==> src/ibaf_pkg.sv <==
// Overview of operation
// Host aligns init block on 16-bit word
// Fetch twelve words in documented order
// Ring length codes in bits 15:13
// Length code n gives 2**n entries
// Software may rewrite ring counts afterward
// Host aligns ring entries on 8 bytes
// First wire bit one means logical address
// Top six CRC bits index hash mask
// Hash mask serves logical acceptance only
// Zero mask rejects logical except broadcast
// Broadcast bypasses mask, disable and promiscuous; code rejects broadcast when DRCVBC is set and PROM is clear
// Loopback multicast gives FCS to receiver
// Node address 48 bits, bit zero first
// First wire byte maps to bits 7:0
// Mode word copied into mode control
`default_nettype none
package ibaf_pkg;
	localparam logic [4:0]  WORD_MODE    = 5'h00;
	localparam logic [4:0]  WORD_NODE0   = 5'h02;
	localparam logic [4:0]  WORD_HASH0   = 5'h08;
	localparam logic [4:0]  WORD_RXLO    = 5'h10;
	localparam logic [4:0]  WORD_RXHI    = 5'h12;
	localparam logic [4:0]  WORD_TXLO    = 5'h14;
	localparam logic [4:0]  WORD_TXHI    = 5'h16;
	localparam logic [4:0]  WORD_LAST    = 5'h16;
	localparam int          LEN_MSB      = 15;
	localparam int          LEN_LSB      = 13;
	localparam int          MODE_PROM    = 15;
	localparam int          MODE_DRCVBC  = 14;
	localparam logic [3:0]  REG_MODE     = 4'h0;
	localparam logic [3:0]  REG_RXCNT    = 4'h1;
	localparam logic [3:0]  REG_TXCNT    = 4'h2;
	localparam logic [3:0]  REG_STATUS   = 4'h3;
	localparam logic [3:0]  REG_CTRL     = 4'h4;
	localparam logic [15:0] MODE_RESET   = 16'h0000;
	localparam logic [15:0] COUNT_RESET  = 16'h0001;

	typedef enum logic [1:0] {ST_IDLE, ST_REQ, ST_WAIT} ibaf_state_t;

	typedef struct packed {
		logic [3:0]  addr;
		logic [15:0] wdata;
		logic        wr;
		logic        rd;
	} ibaf_bus_t;

	typedef struct packed {
		ibaf_state_t state;
		logic [4:0]  offset;
		logic [15:0] mode;
		logic [47:0] node;
		logic [63:0] hash;
		logic [23:0] rxBase;
		logic [23:0] txBase;
		logic [15:0] rxCount;
		logic [15:0] txCount;
		logic        initDone;
		logic        memReq;
		logic [23:0] memAddr;
		logic [15:0] rdata;
		logic        accept;
		logic        reject;
	} ibaf_state_all_t;
endpackage : ibaf_pkg
`default_nettype wire
==> src/ibaf_filter.sv <==
// Implementation choices: the address map and the plain strobed port.
`timescale 1ns/100ps
`default_nettype none
module ibaf_filter (
	// Clock and reset
	input  wire logic              core_clk,
	input  wire logic              rst_n,
	// Register port
	input  wire ibaf_pkg::ibaf_bus_t bus,
	output logic [15:0]            regRdata,
	// Init block fetch
	input  wire logic [23:0]       initBlockBase,
	output logic                   memReq,
	output logic [23:0]            memAddr,
	input  wire logic              memAck,
	input  wire logic [15:0]       memData,
	// Receive address check
	input  wire logic              destValid,
	input  wire logic [47:0]       destAddr,
	input  wire logic [31:0]       destCrc,
	output logic                   frameAccept,
	output logic                   frameReject,
	// Loaded configuration
	output logic [15:0]            modeControl,
	output logic [23:0]            rxRingBase,
	output logic [23:0]            txRingBase,
	output logic                   initDone
);
	ibaf_pkg::ibaf_state_all_t s_q, s_d;

	function automatic logic [15:0] lenDecode(input logic [2:0] code);
		lenDecode = 16'h0001 << code;
	endfunction : lenDecode

	logic        isLogical;
	logic        isBcast;
	logic        hashHit;
	logic        nodeHit;
	logic [5:0]  hashIdx;
	logic [15:0] rdVal;

	always_comb begin
		isLogical = destAddr[0];
		isBcast   = &destAddr;
		hashIdx   = destCrc[31:26];
		hashHit   = s_q.hash[hashIdx];
		nodeHit   = (destAddr == s_q.node);
		unique case (bus.addr)
			ibaf_pkg::REG_MODE:   rdVal = s_q.mode;
			ibaf_pkg::REG_RXCNT:  rdVal = s_q.rxCount;
			ibaf_pkg::REG_TXCNT:  rdVal = s_q.txCount;
			ibaf_pkg::REG_STATUS: rdVal = {14'h0000, s_q.state != ibaf_pkg::ST_IDLE, s_q.initDone};
			default:              rdVal = 16'h0000;
		endcase
	end

	always_comb begin
		s_d        = s_q;
		s_d.accept = 1'b0;
		s_d.reject = 1'b0;
		s_d.rdata  = bus.rd ? rdVal : 16'h0000;
		unique case (s_q.state)
			ibaf_pkg::ST_IDLE: begin
				// Host alignment is trusted; bit 0 is dropped
				if (bus.wr && bus.addr == ibaf_pkg::REG_CTRL && bus.wdata[0]) begin
					s_d.state    = ibaf_pkg::ST_REQ;
					s_d.offset   = ibaf_pkg::WORD_MODE;
					s_d.initDone = 1'b0;
				end
			end
			ibaf_pkg::ST_REQ: begin
				s_d.memReq  = 1'b1;
				s_d.memAddr = {initBlockBase[23:1], 1'b0} + {19'h00000, s_q.offset};
				s_d.state   = ibaf_pkg::ST_WAIT;
			end
			ibaf_pkg::ST_WAIT: begin
				if (memAck) begin
					s_d.memReq = 1'b0;
					// Word offsets walk the block in fetch order
					if (s_q.offset == ibaf_pkg::WORD_MODE)
						s_d.mode = memData;
					else if (s_q.offset < ibaf_pkg::WORD_HASH0)
						s_d.node[(s_q.offset - ibaf_pkg::WORD_NODE0) * 8 +: 16] = memData;
					else if (s_q.offset < ibaf_pkg::WORD_RXLO)
						s_d.hash[(s_q.offset - ibaf_pkg::WORD_HASH0) * 8 +: 16] = memData;
					else if (s_q.offset == ibaf_pkg::WORD_RXLO)
						s_d.rxBase[15:0] = memData;
					else if (s_q.offset == ibaf_pkg::WORD_RXHI) begin
						s_d.rxBase[23:16] = memData[7:0];
						s_d.rxCount = lenDecode(memData[ibaf_pkg::LEN_MSB:ibaf_pkg::LEN_LSB]);
					end else if (s_q.offset == ibaf_pkg::WORD_TXLO)
						s_d.txBase[15:0] = memData;
					else begin
						s_d.txBase[23:16] = memData[7:0];
						s_d.txCount = lenDecode(memData[ibaf_pkg::LEN_MSB:ibaf_pkg::LEN_LSB]);
					end
					if (s_q.offset == ibaf_pkg::WORD_LAST) begin
						s_d.state    = ibaf_pkg::ST_IDLE;
						s_d.initDone = 1'b1;
					end else begin
						s_d.offset = s_q.offset + 5'h02;
						s_d.state  = ibaf_pkg::ST_REQ;
					end
				end
			end
		endcase
		// Ring counts writable only after the block is loaded; see
		if (bus.wr && s_q.initDone && s_q.state == ibaf_pkg::ST_IDLE) begin
			if (bus.addr == ibaf_pkg::REG_RXCNT)
				s_d.rxCount = bus.wdata;
			if (bus.addr == ibaf_pkg::REG_TXCNT)
				s_d.txCount = bus.wdata;
			if (bus.addr == ibaf_pkg::REG_MODE)
				s_d.mode = bus.wdata;
		end
		// Ring placement and FCS allocation are software's job; see
		if (destValid && s_q.initDone) begin
			if (isBcast)
				s_d.accept = !s_q.mode[ibaf_pkg::MODE_DRCVBC] || s_q.mode[ibaf_pkg::MODE_PROM];
			else if (s_q.mode[ibaf_pkg::MODE_PROM])
				s_d.accept = 1'b1;
			else if (isLogical)
				s_d.accept = hashHit;
			else
				s_d.accept = nodeHit;
			s_d.reject = !s_d.accept;
		end
	end

	always_ff @(posedge core_clk) begin
		if (!rst_n) begin
			s_q         <= '0;
			s_q.state   <= ibaf_pkg::ST_IDLE;
			s_q.mode    <= ibaf_pkg::MODE_RESET;
			s_q.rxCount <= ibaf_pkg::COUNT_RESET;
			s_q.txCount <= ibaf_pkg::COUNT_RESET;
		end else begin
			s_q <= s_d;
		end
	end

	assign regRdata    = s_q.rdata;
	assign memReq      = s_q.memReq;
	assign memAddr     = s_q.memAddr;
	assign frameAccept = s_q.accept;
	assign frameReject = s_q.reject;
	assign modeControl = s_q.mode;
	assign rxRingBase  = s_q.rxBase;
	assign txRingBase  = s_q.txBase;
	assign initDone    = s_q.initDone;
endmodule : ibaf_filter
`default_nettype wire

==> config.mk <==
export PLATFORM = sky130hd
export DESIGN_NAME = ibaf_filter
export DESIGN_NICKNAME = d
export VERILOG_FILES = /design/src/ibaf_pkg.sv /design/src/ibaf_filter.sv
export SDC_FILE = /design/constraint.sdc
export NUM_CORES = 1
export LEC_CHECK = 0
export ABC_AREA = 1
export BUFFER_PORTS_ARGS = -buffer_cell sky130_fd_sc_hd__buf_2
export CAP_MARGIN = 0
export CORE_MARGIN = 2
export CORE_UTILIZATION = 56
export CTS_CLUSTER_SIZE = 30
export DETAILED_ROUTE_END_ITERATION = 7
export PLACE_DENSITY_LB_ADDON = 0.3
export SYNTH_ARGS = -nofsm -noshare
export SYNTH_HDL_FRONTEND = slang
export SYNTH_SLANG_ARGS = --single-unit
==> constraint.sdc <==
create_clock -name core_clk -period 5.1 [get_ports core_clk]
set_input_delay 1.02 -clock core_clk [delete_from_list [all_inputs] [get_ports core_clk]]
set_output_delay 1.02 -clock core_clk [all_outputs]
set_load 0.01 [all_outputs]
### Word-level counts from Yosys, hierarchy flattened

Index checks and enable logic that the tools add are counted.

* register bits after elaboration: 259
* input port bits: 146
* bits in latches: 0
* logic and storage cells: 120
* memory bits (read-only): 0
* RAM bits: 0
* memories: 0
* output and inout port bits: 108

* multiply operators: 0
* equality and inequality tests: 15
* bitwise operators: 6
* order comparisons: 3
* add/subtract/negate cells: 6
* reduce and logical (&&, ||, !) cells: 27
* shift-type cells: 5
* div/mod/pow operators: 0
* mux-type cells: 41

Operator list (count)
* 2-to-1 mux 217 bit: 1
* 2-to-1 mux 208 bit: 1
* 2-to-1 mux 192 bit: 1
* 2-to-1 mux 16 bit: 10
* 2-to-1 mux 144 bit: 1
* 2-to-1 mux 80 bit: 1
* negator 32 -> 34 bit: 2
* bitwise mux 64 bit: 1
* 2-to-1 mux 64 bit: 1
* one-hot mux 16 bit (4 select lines): 1
* variable shift 16 x 34 -> 64 bit, first input constant: 1
* indexed part select 16 x 34 -> 64 bit: 1
* 2-to-1 mux 56 bit: 1
* bitwise mux 48 bit: 1
* equality test 48 bit: 1
* 2-to-1 mux 48 bit: 1
* AND reduction 48 bit: 1
* variable shift 16 x 34 -> 48 bit, first input constant: 1
* indexed part select 16 x 34 -> 48 bit: 1
* 2-to-1 mux 32 bit: 1
* adder 24 x 5 -> 24 bit: 1
* 2-to-1 mux 24 bit: 1
* 2-to-1 mux 8 bit: 3
* equality test 5 bit, second input constant: 4
* 34 further kinds: 64

### Longest topological paths before layout

Gate-level depths: netlist (run 1).

* depth after elaboration: 11
* gate-level depth with buffers: 22
* depth with buffers taken out: 19

### Least setup slack after synthesis (run 1)

No wires, ideal clock.

* kind: reg2reg
* start: reg s_q[253] (netlist name)
* end: reg s_q[222] (netlist name)
* required time: 4.968 ns
* library setup time: 0.132 ns
* clock period less this slack: 3.597 ns
* cell stages (with the launch flop): 20
* path buffers: 3
* slack: 1.503 ns
* arrival: 3.465 ns
* path through: dfxtp_1 buf_4 inv_2 clkbuf_1 ha_1 or2_4 nand2_4 inv_4 nor3b_1 nand2_1 ha_1 nor2_1 nand3_1 nor3_1 nand4_4 nor2_4 nand2_4 buf_2 a21oi_1 nor3_1

* word-level cells in the longest chain between the ends: 4

Ends and longest elaborated chain
* start, declared: line ibaf_filter.sv:29 `ibaf_pkg::ibaf_state_all_t s_q, s_d;`
* subtractor 5 x 2 -> 6 bit: line ibaf_filter.sv:83 `s_d.node[(s_q.offset - ibaf_pkg::WORD_NODE0) * 8 +: 16] = memData;`
* negator 32 -> 34 bit: line ibaf_filter.sv:83
* indexed part select 16 x 34 -> 48 bit / variable shift 16 x 34 -> 48 bit (equally long branches): line ibaf_filter.sv:83
* bitwise mux 48 bit: line ibaf_filter.sv:83

Parallel ways exist; a longest one is shown, timed or not.
A chain may end at the register's enable or synchronous reset.

### Worst setup path after layout (run 1)

* start: reg s_q[255] (netlist name)
* end: reg s_q[155] (netlist name)

* word-level cells in the longest chain between the ends: 4

Ends and longest elaborated chain
* subtractor 5 x 4 -> 6 bit: line ibaf_filter.sv:85 `s_d.hash[(s_q.offset - ibaf_pkg::WORD_HASH0) * 8 +: 16] = memData;`
* negator 32 -> 34 bit: line ibaf_filter.sv:85
* indexed part select 16 x 34 -> 64 bit / variable shift 16 x 34 -> 64 bit (equally long branches): line ibaf_filter.sv:85
* bitwise mux 64 bit: line ibaf_filter.sv:85

Parallel ways exist; a longest one is shown, timed or not.

==> results of run 1 <==
-- how the worst max path moves through the flow --
stage,from,to,depth (start not counted)
2_1_floorplan,s_q[253],s_q[222],19
5_1_grt,s_q[255],s_q[176],14
4_1_cts,s_q[255],s_q[219],14
3_3_place_gp,s_q[255],s_q[235],14
6_report,s_q[255],s_q[155],9
3_5_place_dp,s_q[255],s_q[219],14
-- cell usage in the layout, fill, tap and decap left out, drive strengths merged, types with 3 or more instances in the layout --
cell type    n
nand2      371
dfxtp      257
buf        241
inv        225
nor2       195
a21oi      168
o21ai      164
nand3      125
nor3        43
a211oi      41
clkbuf      35
o211ai      27
ha          26
nand4       26
xor2        16
nor4        14
o22ai       10
xnor2        9
bufinv       6
or2          6
clkinv       6
o2111ai      5
nand3b       3
-- state kept, by name, indices dropped and copies added (netlist names) --
register and flops:
regRdata 16, rxRingBase 24, frameAccept 1, initDone 1, memAddr 23, memReq 1, txRingBase 24, s_q 150
modeControl 16, frameReject 1
-- worst max-delay path: stages (launching register included) --
cell	delay, ns
dfxtp_1	0.69
nand3_1	0.17
fa_1	0.96
inv_1	0.23
nor4_1	0.30
nand3_1	0.11
nand2_1	0.10
nand3_1	0.27
nor4_2	0.77
a21oi_1	0.16
-- cell type report --
class,count,area (um2),share of cell area
Antenna cell,1,2.50,0.000167
Clock buffer,35,766,0.0511
Timing Repair Buffer,241,1250,0.0833
Clock inverter,14,233,0.0155
Multi-Input combinational cell,1263,6340,0.423
Inverter,225,847,0.0565
Sequential cell,257,5140,0.343
Tap cell,319,399,0.0266
-- per-stage QoR --
stage	setup slack, ns	std cells
2_1_floorplan	1.50	1942
3_3_place_gp	1.31	2305
3_5_place_dp	1.21	2305
4_1_cts	1.19	2354
5_1_grt	0.668	2354
6_report	1.15	2355
-- per-layer routing --
metal	routed length (um)	track usage	part of all wire
met5	0	0	0
met4	1170	0.101	0.029
met3	3440	0.0445	0.086
met2	18300	0.495	0.46
met1	17100	0.407	0.43
-- cell families (layout without fill, tap and decap cells) --
logic type	count (synthesis)	in the layout	synth area share
AND/OR/NAND/NOR	785	785	0.251
AO/OA/AOI/OAI	424	424	0.174
buffers and inverters	422	515	0.151
flip-flops	257	257	0.380
adder cells (fa/ha/maj)	28	28	0.0270
XOR/XNOR	25	25	0.0162
other	1	2	0.000277
-- where the power goes --
part / switching [mW] / internal, mW
clock: 0.833 / 1.36
sequential: 0.0103 / 2.02
combinational: 0.313 / 0.132
==> flow_metrics.tcl, run 1 <==
set metrics [dict create \
    ff2ff_setup_slack_ns 1.15 \
    clock-sinks 257 \
    overflow 0 \
    ctsLongestPathBuffers 3 \
    r2r-start "s_q[255]" \
    status "completed" \
    dp_hpwl_mm 27.7 \
    irDropWorstVdd_mv 0.237 \
    synth-main-ff-cell "dfxtp_1" \
    hold_path_depth 2 \
    wirelength_mm 40.1 \
    ys_seq_elements 257 \
    critPathRequiredTime_ns 5.48 \
    clk_latency_ns 0.55 \
    power_density_nw_per_um2 312 \
    grt_max_degree 108 \
    synth_edf_count 0 \
    setup_tns_ns 0 \
    tightestPinTransition_ns 1.25 \
    worstHoldEndpoint "txRingBase[8]" \
    post_cts_buffers 0 \
    drt_iter0_markers 1467 \
    fmax_ghz 0.253 \
    total_power_mw 4.67 \
    design_area_um2 15000 \
    grt_pass1_vias 12000 \
    start_util 0.573 \
    layout-drive-gt1-share 0.158 \
    synth_fp_nets 2116 \
    cp-end-kind "flop" \
    yosys.area.top_type "dfxtp_1" \
    yosysSeqAreaShare 0.380 \
    slew_headroom 0.167 \
    route.vias.total 13200 \
    finalMaxSlewViolations 0 \
    setup_viol 0 \
    netlist_instances 1942 \
    cts.clk_slew.worst_paths_ns 0.07 \
    wl_per_cell_um 17.0 \
    hold_path_class "flop to flop" \
    ys_warn_count 0 \
    r2r_cells 9 \
    placed_cell_area_um2 14000 \
    rsz0062_at_grt "false" \
    grt_pass1_wl_mm 62.8 \
    antenna_left 0 \
    dieArea_um2 25400 \
    criticalPathCategory "flop to flop" \
    crit_path_max_fanout 17 \
    cp.arrival_ns 4.32 \
    die_h_um 159 \
    netlist_area_um2 13500 \
    grt_usage 0.301 \
    start_kind "flop" \
    area_growth_pct 10.8 \
    numCtsBuffers 27 \
    min_period_ns 3.95 \
    row_count 56 \
    grt_antenna_before_repair 1 \
    synth_most_common_cell "nand2_1" \
    yosysUniqueCellTypes 51 \
    final_nets 2189 \
    fin_skew_ns 0.0159 \
    drc_errors 0 \
    post_cts_resized 0 \
    p_leak_nw 7.04 \
    min_period_over_period 0.774 \
    drtPass1Iterations 8 \
    synth_area_leaders "dfxtp_1 (38%), nand2_1 (10%), a21oi_1 (6.2%)" \
    synth_async_sr_flop_share 0 \
    cts-hold-fix-buffers 0 \
    r2r_end "s_q[155]" \
    hold_violations 0 \
    port_buffers 225 \
    cts_htree_levels 1 \
    coreArea_um2 23600 \
    gp_congestion 0.955 \
    ios 254 \
    hp-start "txRingBase[8]" \
    worst_hold_slack_ns 0.463 \
    vias_per_cell 5.61 \
    synth_common_cells "nand2_1 (368), dfxtp_1 (257), inv_1 (214)" \
    synth_top_area_frac 0.380 \
    cts_tree "built" \
    die_x_um 159 \
    n_fill_cell 2165 \
    cap_violations 0 \
    post-route-util 0.635 \
    synth.avg_cell_area_um2 6.96 \
    root_buffer "clkbuf_16" \
]
No activity file was read; power rests on OpenSTA's default activity.
==> inputs of run 2 (changes only) <==
==> constraint.sdc (replaced) <==
create_clock -name core_clk -period 4.1 [get_ports core_clk]
set_input_delay 0.82 -clock core_clk [delete_from_list [all_inputs] [get_ports core_clk]]
set_output_delay 0.82 -clock core_clk [all_outputs]
set_load 0.01 [all_outputs]
==> run 2 against run 1 <==
Effect of this change:
- count of clock-buffer cells in the layout is 4 higher
- sequential cell count stayed put
- worst setup slack worse by 0.66 ns
- routed wire length is 0.36% higher
- power is 19% higher
==> flow_metrics.tcl, run 2 (same netlist as run 1, synthesis figures left out) <==
set metrics [dict create \
    status "completed" \
    largest_reg_flops 150 \
    combPwrFrac 0.101 \
    post_cts_resized 0 \
    p_seq_frac 0.456 \
    crit_path_max_fanout 23 \
    critPathRequiredTime_ns 4.56 \
    clock_power_share 0.443 \
    drc_errors 0 \
    power_density_nw_per_um2 369 \
    crit_chain "inv_2 > ha_1 > inv_1 > nand2_1 > ha_1 > inv_1 > nand2_1 > nor3_1 > nand4_1 > nor3_1 > nand3_1 > inv_1 > o21ai_0 > a21oi_1" \
    ios 254 \
    row_count 56 \
    overflow 0 \
    top_register "s_q" \
    numCtsBuffers 27 \
    cp.arrival_ns 4.06 \
    crit_buf_inv 4 \
    critPathMaxStageDelay_ns 0.50 \
    post_cts_buffers 0 \
    cts_tree "built" \
    gp_congestion 0.937 \
    hold_violations 0 \
    crit_family "buffers and inverters" \
    min_period_over_period 0.879 \
    ctsLongestPathBuffers 3 \
    final_nets 2205 \
    hold_path_class "flop to flop" \
    port_buffers 225 \
    setup_tns_ns 0 \
    grt_pass1_vias 12100 \
    grt_usage 0.304 \
    die_h_um 159 \
    dp_hpwl_mm 28.2 \
    criticalPathCategory "flop to flop" \
    setup_viol 0 \
    drt_iter0_markers 1506 \
    grt_antenna_before_repair 0 \
    wl_per_cell_um 17.0 \
    fin_skew_ns 0.0158 \
    die_x_um 159 \
    vias_per_cell 5.61 \
    fmax_ghz 0.278 \
    antenna_left 0 \
    wirelength_mm 40.2 \
    cap_violations 0 \
    grt_pass1_wl_mm 63.4 \
    p_sw_mw 1.46 \
    final_common_cell "nand2_1" \
    route.vias.total 13300 \
    finalMaxSlewViolations 0 \
    final_cell_mix "nand2_1 (368), dfxtp_1 (257), buf_2 (224)" \
    cts_htree_levels 1 \
    dieArea_um2 25400 \
    slew_headroom 0.500 \
    dp_cells 2321 \
    cp-end-kind "flop" \
    rsz0062_at_grt "false" \
    area_growth_pct 11.0 \
    layout-drive-gt1-share 0.166 \
    start_util 0.573 \
    coreArea_um2 23600 \
    p_leak_nw 7.07 \
    antenna_cells 0 \
    root_buffer "clkbuf_16" \
    switching_share 0.263 \
    cp_slowest_cell "dfxtp_1" \
    layout.cells.non_filler 2371 \
    clk_latency_ns 0.55 \
    p_int_mw 4.08 \
    cts.clk_slew.worst_paths_ns 0.06 \
    total_power_mw 5.54 \
    irDropWorstVdd_mv 0.267 \
    tightestPinTransition_ns 0.747 \
    crit_path_frequent_cell "inv_1" \
    grt_max_degree 64 \
    cts-hold-fix-buffers 0 \
    drtPass1Iterations 6 \
    clock-sinks 257 \
    start_kind "flop" \
    ff2ff_setup_slack_ns 0.50 \
    min_period_ns 3.60 \
]
==> run 2: cell types whose count changed in the layout (fill, tap and decap cells not counted), sizes merged <==
| cell | change |
|---|---|
| buf | +16 |
| bufinv | -6 |
| clkbuf | +4 |
| clkinvlp | +2 |
| clkinv | +1 |
| diode | -1 |
==> run 2: stage by stage <==
step | setup slack, ns | hold WS, ns | cell area (um2) | util
global placement | 0.584 | 0.445 | 14100 | 0.597
finish | 0.497 | 0.458 | 15000 | 0.636
floorplan | 0.503 | 0.441 | 13500 | -
global route | 0.0762 | 0.481 | 15000 | 0.636
CTS | 0.389 | 0.459 | 15000 | 0.636
detailed placement | 0.427 | 0.450 | 14100 | 0.597
==> run 2: per-layer routing <==
layer  vias up  track usage  share of wire  routed length, um
met5         -            0              0                  0
met4         0        0.103          0.032               1270
met3        90       0.0412          0.085               3400
met2       677        0.497           0.45              18200
met1      6072        0.416           0.43              17300
li1       6455            -              -                  -
==> run 2: area by class of cell <==
| cell class | count | area [um2] |
|---|---|---|
| clock buffer | 39 | 821 |
| clock inverter | 11 | 83.8 |
| fill | 2187 | 8600 |
| inverter | 225 | 847 |
| multi-input combinational | 1263 | 6350 |
| sequential | 257 | 5140 |
| tap | 319 | 399 |
| timing repair buffer | 257 | 1370 |
==> run 2: power by group through the flow <==
stage	Sequential, mW	Combinational, mW	Clock, mW
2_1_floorplan	2.58	0.343	0
3_3_place_gp	2.58	0.537	0
3_5_place_dp	2.58	0.543	0
4_1_cts	2.53	0.546	2.48
5_1_grt	2.53	0.607	2.58
6_report	2.53	0.558	2.46
==> run 2: worst reg2reg max path, stage by stage (launching register included) <==
cell and delay [ns]:
dfxtp_1 0.50, inv_2 0.15, ha_1 0.26, inv_1 0.37, nand2_1 0.11, ha_1 0.30
inv_1 0.07, nand2_1 0.05, nor3_1 0.26, nand4_1 0.22, nor3_1 0.23, nand3_1 0.14
inv_1 0.49, o21ai_0 0.19, a21oi_1 0.19
==> run 2: final timing paths <==
check | depth (start not counted) | startpoint | end
hold reg to reg | 2 | txRingBase[8] | txRingBase[8]
setup / recovery | 14 | s_q[256] | s_q[146]
hold / removal | 2 | txRingBase[8] | txRingBase[8]
setup reg to reg | 14 | s_q[256] | s_q[146]
==> inputs of run 3 (changes only) <==
--- a/config.mk
+++ b/config.mk
@@ -6,13 +6,14 @@
 export NUM_CORES = 1
 export LEC_CHECK = 0
 export ABC_AREA = 1
-export BUFFER_PORTS_ARGS = -buffer_cell sky130_fd_sc_hd__buf_2
+export BUFFER_PORTS_ARGS = -buffer_cell sky130_fd_sc_hd__buf_4
 export CAP_MARGIN = 0
 export CORE_MARGIN = 2
 export CORE_UTILIZATION = 56
 export CTS_CLUSTER_SIZE = 30
 export DETAILED_ROUTE_END_ITERATION = 7
 export PLACE_DENSITY_LB_ADDON = 0.3
+export REMOVE_ABC_BUFFERS = 1
 export SYNTH_ARGS = -nofsm -noshare
 export SYNTH_HDL_FRONTEND = slang
 export SYNTH_SLANG_ARGS = --single-unit
==> run 3 against run 2 <==
Effect of this change:
- count of clock-buffer cells in the layout down 6
- first-iteration DRC count down 28%
- critical path depth up 2
- core utilization up 2.3 points
- routed wire length down 0.52%
- clock power up 7%
- maximum frequency down 3.3%
- global-route usage up 0.14 points
- sequential share of layout area down 1.2 points
- final area up 3.7%
- critical path type unchanged
- critical endpoint is now s_q[226]
- largest cell class unchanged
==> flow_metrics.tcl, run 3 (same netlist as run 1, synthesis figures left out) <==
set metrics [dict create \
    row_count 56 \
    antenna_cells 0 \
    irDropWorstVdd_mv 0.249 \
    layout-drive-gt1-share 0.162 \
    route.vias.total 13200 \
    setup_tns_ns 0 \
    final_nets 2199 \
    min_period_ns 3.73 \
    largest_reg_flops 150 \
    multi_input_area_um2 6350 \
    vias_per_cell 5.57 \
    root_buffer "clkbuf_16" \
    wirelength_mm 40.0 \
    cap_violations 0 \
    start_util 0.573 \
    cts_tree "built" \
    grt_pass1_vias 12500 \
    fmax_ghz 0.268 \
    criticalPathCategory "flop to flop" \
    final_cell_mix "nand2_1 (368), dfxtp_1 (257), buf_4 (251)" \
    crit_path_max_fanout 18 \
    cts_htree_levels 1 \
    design_area_um2 15600 \
    min_period_over_period 0.909 \
    cp.arrival_ns 4.09 \
    cts.clk_slew.worst_paths_ns 0.06 \
    top_register "s_q" \
    placed_cell_area_um2 14600 \
    finalMaxSlewViolations 0 \
    port_buffers 225 \
    overflow 0 \
    final_common_cell "nand2_1" \
    fin_skew_ns 0.0121 \
    dieArea_um2 25400 \
    grt_pass1_wl_mm 64.3 \
    n_fill_cell 2095 \
    rsz0062_at_grt "false" \
    clock-sinks 257 \
    dp_hpwl_mm 27.6 \
    gp_congestion 0.906 \
    numCtsBuffers 27 \
    die_h_um 159 \
    start_kind "flop" \
    grt_antenna_before_repair 0 \
    seqCellArea_um2 5140 \
    cts-hold-fix-buffers 0 \
    hold_path_class "flop to flop" \
    ctsLongestPathBuffers 3 \
    drtPass1Iterations 6 \
    antenna_left 0 \
    drt_iter0_markers 1080 \
    ios 254 \
    drc_errors 0 \
    area_growth_pct 15.1 \
    post_cts_buffers 0 \
    p_leak_nw 7.16 \
    status "completed" \
    clk_latency_ns 0.53 \
    grt_usage 0.306 \
    wl_per_cell_um 16.9 \
    coreArea_um2 23600 \
    setup_viol 0 \
    post_cts_resized 0 \
    die_x_um 159 \
    power_density_nw_per_um2 369 \
    hold_violations 0 \
    critPathRequiredTime_ns 4.46 \
    tightestPinTransition_ns 1.20 \
    slew_headroom 0.197 \
    grt_max_degree 91 \
    cp-end-kind "flop" \
]
## run 3: metal layers
metal,vias up,global-route usage,routed length [um]
met5,-,0,0
met4,0,0.142,1750
met3,114,0.0479,3440
met2,632,0.491,18100
met1,5978,0.406,16700
li1,6429,-,-
## run 3: final cells by class
cell class,count,area share
Timing Repair Buffer,251,0.121
Clock inverter,15,0.0133
Multi-Input combinational cell,1263,0.408
Clock buffer,33,0.0474
Inverter,225,0.0544
Tap cell,319,0.0256
Sequential cell,257,0.330
## run 3: worst max-delay path, cell delays in order (launching register included)
cell and delay, ns:
dfxtp_1 0.48, inv_1 0.10, ha_1 0.24, or2_4 0.25, nand2_4 0.09, inv_4 0.06
nor3b_1 0.40, nand2_1 0.15, ha_1 0.32, nor2_1 0.11, nand3_1 0.07, nor3_1 0.39
nand4_4 0.18, nor2_4 0.27, nand2_4 0.20, a21oi_1 0.17, nor3_1 0.06
## run 3: per-stage QoR
step / setup WS [ns] / power, mW / hold slack [ns] / std cells / utilization
6_report: 0.372 / 5.75 / 0.464 / 2363 / 0.659
5_1_grt: 0.0783 / 5.94 / 0.481 / 2363 / 0.659
3_3_place_gp: 0.574 / 3.16 / 0.450 / 2315 / 0.619
2_1_floorplan: 0.142 / 2.86 / 0.443 / 1745 / -
3_5_place_dp: 0.511 / 3.17 / 0.457 / 2315 / 0.619
4_1_cts: 0.444 / 5.76 / 0.467 / 2363 / 0.659
## run 3: path summary, 6_finish.rpt
| path | start | end | slack (ns) | depth (start not counted) |
|---|---|---|---|---|
| worst max-delay path | s_q[254] | s_q[226] | 0.37 | 16 |
| worst min-delay path | txRingBase[10] | txRingBase[10] | 0.46 | 2 |
| worst max register to register | s_q[254] | s_q[226] | 0.37 | 16 |
| worst min register to register | txRingBase[10] | txRingBase[10] | 0.46 | 2 |
## run 3: power by group
group	leakage [nW]	switching (mW)	total, mW	internal, mW
Sequential	2.07	0.0134	2.53	2.52
Clock	0.474	1.03	2.62	1.59
Combinational	4.62	0.388	0.598	0.209
Total	7.16	1.43	5.75	4.32
